File: src/core/tbt_regs.svh
// Register map, field positions, reset values and counter taps of the timebase timer
`ifndef TBT_REGS_SVH
`define TBT_REGS_SVH

// Register byte address, kept as word index [31:2]
`define TBT_CTRL_WORD      30'h00000000

// Control/status field positions
`define TBT_BIT_FLAG       7
`define TBT_BIT_IE         6
`define TBT_BIT_SEL_HI     2
`define TBT_BIT_SEL_LO     1
`define TBT_BIT_INIT       0

// Reset values
`define TBT_RST_FLAG       1'b0
`define TBT_RST_IE         1'b0
`define TBT_RST_SEL        2'h0

// Counter geometry: bit k overflows every 2^(k+2) main periods
`define TBT_CNT_W          21
`define TBT_TAP_W          5
`define TBT_TAP_INT0       5'h0b
`define TBT_TAP_INT1       5'h0d
`define TBT_TAP_INT2       5'h10
`define TBT_TAP_INT3       5'h14
`define TBT_TAP_STAB0      5'h0c
`define TBT_TAP_STAB1      5'h0f
`define TBT_TAP_STAB2      5'h10

// Derived clock bits: bit m has period 2^(m+2) main periods
`define TBT_CLK_WDT        19
`define TBT_CLK_ADC        6
`define TBT_CLK_LCD        9

// AXI responses
`define TBT_RESP_OKAY      2'h0
`define TBT_RESP_SLVERR    2'h2

`endif

File: src/core/tbt_pkg.sv
// Types and reset state of the timebase timer
package tbt_pkg;

`include "tbt_regs.svh"

    typedef struct packed {
        logic [`TBT_CNT_W-1:0] cnt;
        logic                  phase;
        logic                  flag;
        logic                  ie;
        logic [1:0]            sel;
        logic                  hold_q;
        logic                  stab_ok;
        logic                  wdt_clr;
        logic                  wdt_clk;
        logic                  adc_clk;
        logic                  lcd_clk;
        logic                  irq;
        logic                  aw_ok;
        logic                  aw_hit;
        logic                  w_ok;
        logic [7:0]            wbyte;
        logic                  wlane;
        logic                  awready;
        logic                  wready;
        logic                  bvalid;
        logic [1:0]            bresp;
        logic                  arready;
        logic                  rvalid;
        logic [31:0]           rdata;
        logic [1:0]            rresp;
    } tbt_state_t;

    localparam tbt_state_t TBT_STATE_RST = '{
        flag    : `TBT_RST_FLAG,
        ie      : `TBT_RST_IE,
        sel     : `TBT_RST_SEL,
        awready : 1'b1,
        wready  : 1'b1,
        arready : 1'b1,
        default : '0
    };

endpackage

File: src/core/tbt_top.sv
// Timebase interval timer with AXI4-Lite control/status register
//
// Implementation choices: the address map and register access over AXI4-Lite.
`timescale 1ns/1ns


module tbt_top
    import tbt_pkg::*;
(
    input  wire logic        i_mclk,
    input  wire logic        i_rst,
    // AXI4-Lite slave
    input  wire logic [31:0] i_awaddr,
    input  wire logic        i_awvalid,
    output logic             o_awready,
    input  wire logic [31:0] i_wdata,
    input  wire logic [3:0]  i_wstrb,
    input  wire logic        i_wvalid,
    output logic             o_wready,
    output logic [1:0]       o_bresp,
    output logic             o_bvalid,
    input  wire logic        i_bready,
    input  wire logic [31:0] i_araddr,
    input  wire logic        i_arvalid,
    output logic             o_arready,
    output logic [31:0]      o_rdata,
    output logic [1:0]       o_rresp,
    output logic             o_rvalid,
    input  wire logic        i_rready,
    // Clock controller side
    input  wire logic        i_main_stop,
    input  wire logic        i_subclk_mode,
    input  wire logic [1:0]  i_stab_wait_sel,
    input  wire logic        i_wdt_src_sel,
    // Outputs to processor and peripherals
    output logic             o_timebase_irq,
    output logic             o_osc_stable,
    output logic             o_wdt_clear,
    output logic             o_wdt_clk,
    output logic             o_adc_clk,
    output logic             o_lcd_clk
);

    // =========================================================
    // Helper functions
    // =========================================================

    // True when bits [b:0] of c are all ones, so the
    // next count clock carries out of bit b
    function automatic logic tap_ovf(
        input logic [`TBT_CNT_W-1:0] c,
        input logic [`TBT_TAP_W-1:0] b
    );
        logic r;
        r = 1'b1;
        for (int i = 0; i < `TBT_CNT_W; i++)
        begin
            if ((`TBT_TAP_W'(i) <= b) && !c[i])
            begin
                r = 1'b0;
            end
        end
        return r;
    endfunction

    // Interval select to tap bit
    // Tap k overflows every 2^(k+2) main periods
    function automatic logic [`TBT_TAP_W-1:0] int_tap(input logic [1:0] s);
        logic [`TBT_TAP_W-1:0] t;
        case (s)
            2'h0:    t = `TBT_TAP_INT0;
            2'h1:    t = `TBT_TAP_INT1;
            2'h2:    t = `TBT_TAP_INT2;
            2'h3:    t = `TBT_TAP_INT3;
            default: t = `TBT_TAP_INT0;
        endcase
        return t;
    endfunction

    // Stabilization wait select to tap bit
    // Selects 2 and 3 both give the longest wait
    function automatic logic [`TBT_TAP_W-1:0] stab_tap(input logic [1:0] s);
        logic [`TBT_TAP_W-1:0] t;
        case (s)
            2'h0:    t = `TBT_TAP_STAB0;
            2'h1:    t = `TBT_TAP_STAB1;
            default: t = `TBT_TAP_STAB2;
        endcase
        return t;
    endfunction

    // Register word address match; low address bits ignored
    function automatic logic is_ctrl(input logic [31:0] a);
        return a[31:2] == `TBT_CTRL_WORD;
    endfunction

    // Read image of the control/status byte
    function automatic logic [7:0] ctrl_image(
        input logic       f,
        input logic       e,
        input logic [1:0] s
    );
        logic [7:0] v;
        v = 8'h00;
        v[`TBT_BIT_FLAG] = f;
        v[`TBT_BIT_IE]   = e;
        v[`TBT_BIT_SEL_HI:`TBT_BIT_SEL_LO] = s;
        v[`TBT_BIT_INIT] = 1'b1;
        return v;
    endfunction

    // =========================================================
    // State
    // =========================================================

    tbt_state_t st;
    tbt_state_t next_st;

    logic       hold;
    logic       hold_rise;
    logic       aw_take;
    logic       w_take;
    logic       ar_take;
    logic       do_wr;
    logic       wr_ctrl;
    logic       sw_clr;
    logic       any_clr;
    logic       tick;
    logic       ovf_int;
    logic       ovf_stab;
    logic [7:0] rd_byte;

    always_comb
    begin
        next_st   = st;

        // =====================================================
        // Mode hold and clear sources
        // =====================================================
        // Both modes stop the main oscillator, so the
        // counter is held at zero while either is high
        hold      = i_main_stop | i_subclk_mode;
        hold_rise = hold & ~st.hold_q;
        next_st.hold_q = hold;

        // =====================================================
        // AXI4-Lite write path
        // =====================================================
        // The write acts one edge after both halves are in,
        // so address and data may come in either order
        aw_take = i_awvalid & st.awready;
        w_take  = i_wvalid & st.wready;
        do_wr   = st.aw_ok & st.w_ok & ~st.bvalid;

        if (aw_take)
        begin
            next_st.aw_ok  = 1'b1;
            next_st.aw_hit = is_ctrl(i_awaddr);
        end
        if (w_take)
        begin
            next_st.w_ok  = 1'b1;
            next_st.wbyte = i_wdata[7:0];
            next_st.wlane = i_wstrb[0];
        end
        if (st.bvalid && i_bready)
        begin
            next_st.bvalid = 1'b0;
        end
        if (do_wr)
        begin
            next_st.aw_ok  = 1'b0;
            next_st.w_ok   = 1'b0;
            next_st.bvalid = 1'b1;
            next_st.bresp  = st.aw_hit ? `TBT_RESP_OKAY : `TBT_RESP_SLVERR;
        end
        next_st.awready = ~next_st.aw_ok & ~next_st.bvalid;
        next_st.wready  = ~next_st.w_ok & ~next_st.bvalid;

        // Low byte lane carries the whole register
        wr_ctrl = do_wr & st.aw_hit & st.wlane;
        sw_clr  = wr_ctrl & ~st.wbyte[`TBT_BIT_INIT];
        any_clr = sw_clr | hold;

        // =====================================================
        // Counter
        // =====================================================
        // Phase halves the main clock into the count clock;
        // a clear zeroes it too, so the first tick lands
        // two edges after the clear
        tick = st.phase;
        if (any_clr)
        begin
            next_st.cnt   = '0;
            next_st.phase = 1'b0;
        end
        else
        begin
            next_st.phase = ~st.phase;
            if (tick)
            begin
                next_st.cnt = st.cnt + `TBT_CNT_W'(1);
            end
        end

        // Carry out of the tap bit on a tick; a clear in the
        // same cycle wins and suppresses it
        ovf_int  = ~any_clr & tick & tap_ovf(st.cnt, int_tap(st.sel));
        ovf_stab = ~any_clr & tick & tap_ovf(st.cnt, stab_tap(i_stab_wait_sel));

        // =====================================================
        // Control/status register
        // =====================================================
        if (wr_ctrl)
        begin
            next_st.ie  = st.wbyte[`TBT_BIT_IE];
            next_st.sel = st.wbyte[`TBT_BIT_SEL_HI:`TBT_BIT_SEL_LO];
            if (!st.wbyte[`TBT_BIT_FLAG])
            begin
                next_st.flag = 1'b0;
            end
        end
        // Overflow beats a flag clear in the same cycle; the
        // count runs through the stabilization wait, so a
        // short interval sets the flag before resume
        if (ovf_int)
        begin
            next_st.flag = 1'b1;
        end
        next_st.irq = next_st.flag & next_st.ie;

        // =====================================================
        // Stabilization wait
        // =====================================================
        // Wait restarts with every hold and ends at the
        // first overflow of the tap the clock controller picks
        if (hold)
        begin
            next_st.stab_ok = 1'b0;
        end
        else if (ovf_stab)
        begin
            next_st.stab_ok = 1'b1;
        end

        // =====================================================
        // Derived clocks and watchdog clear
        // =====================================================
        // One pulse per clear while i_wdt_src_sel is low, on the edge that zeroes the
        // count; a long hold does not repeat it
        next_st.wdt_clr = (sw_clr | hold_rise) & ~i_wdt_src_sel;
        // Clocks follow the registered count, so a clear
        // restarts them low
        next_st.wdt_clk = next_st.cnt[`TBT_CLK_WDT];
        next_st.adc_clk = next_st.cnt[`TBT_CLK_ADC];
        next_st.lcd_clk = next_st.cnt[`TBT_CLK_LCD];

        // =====================================================
        // AXI4-Lite read path
        // =====================================================
        // Bits 5:3 hold no storage and read back as zero
        rd_byte = ctrl_image(st.flag, st.ie, st.sel);

        // Read data is captured at the address handshake and
        // held until taken; unmapped reads return zero
        ar_take = i_arvalid & st.arready;
        if (st.rvalid && i_rready)
        begin
            next_st.rvalid = 1'b0;
        end
        if (ar_take)
        begin
            next_st.rvalid = 1'b1;
            if (is_ctrl(i_araddr))
            begin
                next_st.rdata = {24'h000000, rd_byte};
                next_st.rresp = `TBT_RESP_OKAY;
            end
            else
            begin
                next_st.rdata = 32'h00000000;
                next_st.rresp = `TBT_RESP_SLVERR;
            end
        end
        next_st.arready = ~next_st.rvalid;
    end

    // =========================================================
    // State register
    // =========================================================

    // Power-on reset zeroes the count and starts a
    // stabilization wait
    always_ff @(posedge i_mclk or posedge i_rst)
    begin
        if (i_rst)
        begin
            st <= TBT_STATE_RST;
        end
        else
        begin
            st <= next_st;
        end
    end

    // =========================================================
    // Outputs
    // =========================================================

    // Every output is a field of the state register
    assign o_awready      = st.awready;
    assign o_wready       = st.wready;
    assign o_bvalid       = st.bvalid;
    assign o_bresp        = st.bresp;
    assign o_arready      = st.arready;
    assign o_rvalid       = st.rvalid;
    assign o_rdata        = st.rdata;
    assign o_rresp        = st.rresp;
    assign o_timebase_irq = st.irq;
    assign o_osc_stable   = st.stab_ok;
    assign o_wdt_clear    = st.wdt_clr;
    assign o_wdt_clk      = st.wdt_clk;
    assign o_adc_clk      = st.adc_clk;
    assign o_lcd_clk      = st.lcd_clk;

endmodule

File: config.mk
export PLATFORM = sky130hd
export DESIGN_NAME = tbt_top
export DESIGN_NICKNAME = d
export VERILOG_FILES = /design/src/core/tbt_pkg.sv /design/src/core/tbt_top.sv
export VERILOG_INCLUDE_DIRS = /design/src /design/src/core
export SDC_FILE = /design/constraint.sdc
export NUM_CORES = 1
export LEC_CHECK = 0
export ABC_AREA = 1
export BUFFER_PORTS_ARGS = -buffer_cell sky130_fd_sc_hd__buf_2
export CORE_ASPECT_RATIO = 1.2
export CORE_UTILIZATION = 48
export CTS_CLUSTER_SIZE = 24
export DETAILED_ROUTE_END_ITERATION = 12
export MAX_ROUTING_LAYER = met4
export PLACE_DENSITY = 0.87
export SETUP_SLACK_MARGIN = 0.3
export SLEW_MARGIN = 25
export SYNTH_ARGS = -nofsm -noshare
export SYNTH_HDL_FRONTEND = slang
export SYNTH_SLANG_ARGS = --single-unit
File: constraint.sdc
create_clock -name i_mclk -period 3.3 [get_ports i_mclk]
set_clock_uncertainty 0.2 [all_clocks]
set_input_delay 0.165 -clock i_mclk [delete_from_list [all_inputs] [get_ports i_mclk]]
set_output_delay 0.165 -clock i_mclk [all_outputs]
set_load 0.1 [all_outputs]
==> reports/metrics.cfg <==
[floorplan]
design.die.area_um2=6290
io_pins=159
core-area_um2=5710
floorplan.rows=30
initial_standard_cell_utilization_of_the_core_pct=50.2
die_y_um=86.7
die_width_um=72.5

[logic_synthesis]
synth_top_flop_cell=sky130_fd_sc_hd__dfrtp_1
synth-async-reset-ratio_pct=100
yosysSeqAreaShare_pct=44.7
synth_top_area_cell=sky130_fd_sc_hd__dfrtp_1
number_of_enable_flip_flop_cells_after_synthesis=0
post_synthesis_instance_total=357
synth_area_leaders=sky130_fd_sc_hd__dfrtp_1, sky130_fd_sc_hd__buf_4, sky130_fd_sc_hd__nand2_1
post-synth-top-area-fraction_pct=41.9
synth.distinct_cells=32
synthesized_area_per_cell_um2=8.03
ys_seq_elements=51
ys_warn_count=0
mappedNetlistArea_um2=2870

[status]
run_status=finished, final reports clean

[clock_network]
ctsRootBufferMaster=sky130_fd_sc_hd__clkbuf_8
clock_edge_transition_at_the_registers_on_the_reported_setup_and_hold_paths_ns=0.10
clk_path_buf_depth=2
cts_resized=0
clock-sinks=51
cts_buffers=5
clk-insertion-delay-late_ns=0.32
cts.htree.levels=2
cts_tree=done

[global_route]
grt_pass1_wl_um=10500
grt_busiest_layer=met2
global_route.overflow_total=0
gr-usage-all-layers_pct=21.9
global_route.usage.met1_pct=24.1
use_met3_pct=2.91
globalRouteMet2Util_pct=39.5
grt_pass1_vias=2499
grt_max_degree=52
number_of_antenna_violations_at_the_first_check_in_global_routing=0

[cells_and_area]
insertedDiodeCount=0
drive_above_1_share_pct=29.4
fill_cells=495
layout.core_utilization_pct=61.6
stdcell_area_um2=3510
regMostFlops=st
nNetsFinal=580
area_delta_synth_final_pct=22.5
largest_reg_flops=31

[setup_path]
reg2reg_launch_point=o_awready
worst_setup_path_startpoint=i_awaddr[22]
crit-reg2reg-capture=st[51]
regToRegSetupSlack_ns=0.91
timing_worst_setup_path_type=in2reg
setup.worst_path.end=st[51]
setup.worst_path.start_class=input pin
worst_path_max_fanout=1
worstPathRequired_ns=3.36
reg2reg_depth=8
cp_data_arrival_time_ns=2.91
end_kind=register

[detailed_routing]
via_per_inst=4.75
detail_route.drc_violations=0
drt-wirelength-per-cell_um=11.3
routed-via-count=2591
drt_first_iter_violations=121
drt_first_pass_iters=4
drt_wl_total_um=6180
antenna_violating_nets_post_route=0

[place]
place.detailed.hpwl_um=4580
place_area_um2=3260
dpl_worst_slack_ns=1.56
gpl.final_weighted_congestion=0.804
numPortBuffers=95

[power_and_ir_drop]
p_per_area_nw_per_um2=483
post-layout-total-power_w=0.00170
power.leakage_nw=1.84
vdd_ir_drop_max_uv=661

[timing]
grt_setup_unrepaired=false
setup_total_negative_slack_ns=0
final_hold_viol_count=0
setup_viol_count_final=0
slew_headroom_pct=44.4
max_freq_mhz=351
period_minus_slack_ns=2.85
fin_ws_ns=0.451
timing.final.max_slew_violations=0
worstMarginPinSlew_ns=0.833
final.period_utilization_pct=86.3

[worst_hold_path]
holdPathStages=6
hold_path.class=in2reg

[job]
drv_cap=0

[cell families (layout without fill, tap and decap cells)]
logic type	Yosys count	in the layout	share of synthesized area, %
AND/OR/NAND/NOR	190	190	30.9
flip-flops	51	51	44.7
AO/OA/AOI/OAI	29	29	5.28
multiplexers	5	5	1.96
buffers and inverters	75	156	14.8
adder cells (fa/ha/maj)	3	3	1.31
other	1	29	0.131
XOR/XNOR	3	3	0.917
[worst min path at each step]
stage	start	endpoint
after CTS	i_awvalid	st[52]
after detailed placement	i_wdt_src_sel	o_wdt_clear
after floorplan	i_wdt_src_sel	o_wdt_clear
after global placement	i_wdt_src_sel	o_wdt_clear
final	i_araddr[26]	o_rdata[0]
after global routing	i_stab_wait_sel[0]	o_osc_stable
[synthesized netlist by cell type, types with 2 or more instances]
| cell type | instances |
|---|---|
| sky130_fd_sc_hd__dfstp_2 | 3 |
| sky130_fd_sc_hd__nor3_1 | 5 |
| sky130_fd_sc_hd__nor2_2 | 6 |
| sky130_fd_sc_hd__a31oi_1 | 2 |
| sky130_fd_sc_hd__nor2_4 | 3 |
| sky130_fd_sc_hd__inv_2 | 2 |
| sky130_fd_sc_hd__inv_1 | 35 |
| sky130_fd_sc_hd__o21ai_0 | 11 |
| sky130_fd_sc_hd__and3_1 | 2 |
| sky130_fd_sc_hd__xor2_1 | 2 |
| sky130_fd_sc_hd__nand2_2 | 6 |
| sky130_fd_sc_hd__nand2_1 | 69 |
| sky130_fd_sc_hd__dfrtp_1 | 48 |
| sky130_fd_sc_hd__o21ai_1 | 3 |
| sky130_fd_sc_hd__nand4_1 | 7 |
| sky130_fd_sc_hd__nor4_1 | 4 |
| sky130_fd_sc_hd__buf_4 | 38 |
| sky130_fd_sc_hd__a21oi_1 | 11 |
| sky130_fd_sc_hd__or2_2 | 4 |
| sky130_fd_sc_hd__ha_1 | 3 |
| sky130_fd_sc_hd__nand3_1 | 16 |
| sky130_fd_sc_hd__mux2_2 | 5 |
| sky130_fd_sc_hd__nor2_1 | 63 |
[critical path, stage by stage]
cell	delay (ns)
sky130_fd_sc_hd__dlygate4sd3_1	0.53
sky130_fd_sc_hd__buf_2	0.13
sky130_fd_sc_hd__nor4_1	0.21
sky130_fd_sc_hd__dlygate4sd3_1	0.60
sky130_fd_sc_hd__nand4_1	0.09
sky130_fd_sc_hd__dlygate4sd3_1	0.56
sky130_fd_sc_hd__o21ai_0	0.06
sky130_fd_sc_hd__dlygate4sd3_1	0.56
[area by class of cell]
class | instances | area, um2 | area share, %
inverter | 37 | 140 | 3.99
multi-input combinational | 259 | 1270 | 36.1
timing repair buffer | 111 | 636 | 18.1
tap | 80 | 100 | 2.85
sequential | 51 | 1280 | 36.4
clock inverter | 2 | 16.3 | 0.463
clock buffer | 6 | 72.6 | 2.07
[routing by layer]
metal  wire, um  share of wire, %
met5          0                 0
met3        296               4.8
met4        130               2.1
met1       2490                40
met2       3260                53
[report_power, final]
group	switching [W]	internal (W)
Clock	0.000216	0.000153
Sequential	0.0000528	0.000717
Combinational	0.000432	0.000126
Total	0.000700	0.000996
[cell usage in the layout, fill, tap and decap left out, drive strengths merged, types with 2 or more instances in the layout]
cell          n
ha            3
dfstp         3
nand2        76
dlygate4sd3  16
and3          2
nor2         73
a21oi        11
mux2          5
inv          37
buf          95
o21ai        14
conb         29
dfrtp        48
nor3          6
nand3        17
a31oi         2
nand4         8
clkbuf        6
xor2          2
or2           4
nor4          4
[per-stage QoR]
stage / cells / hold WS [ns]
final: 546 / 0.0377
after global routing: 546 / 0.0507
after CTS: 546 / 0.0299
after detailed placement: 522 / 0.123
after global placement: 522 / 0.115
after floorplan: 385 / 0.0281
[repair_timing]
item / in CTS / in global routing
endpoints found under the hold margin: 61 / 0
hold buffers: 16 / 0
endpoints found under the setup margin: 0 / 0
buffers inserted: 0 / 0
(Power assumes the default switching activity.)
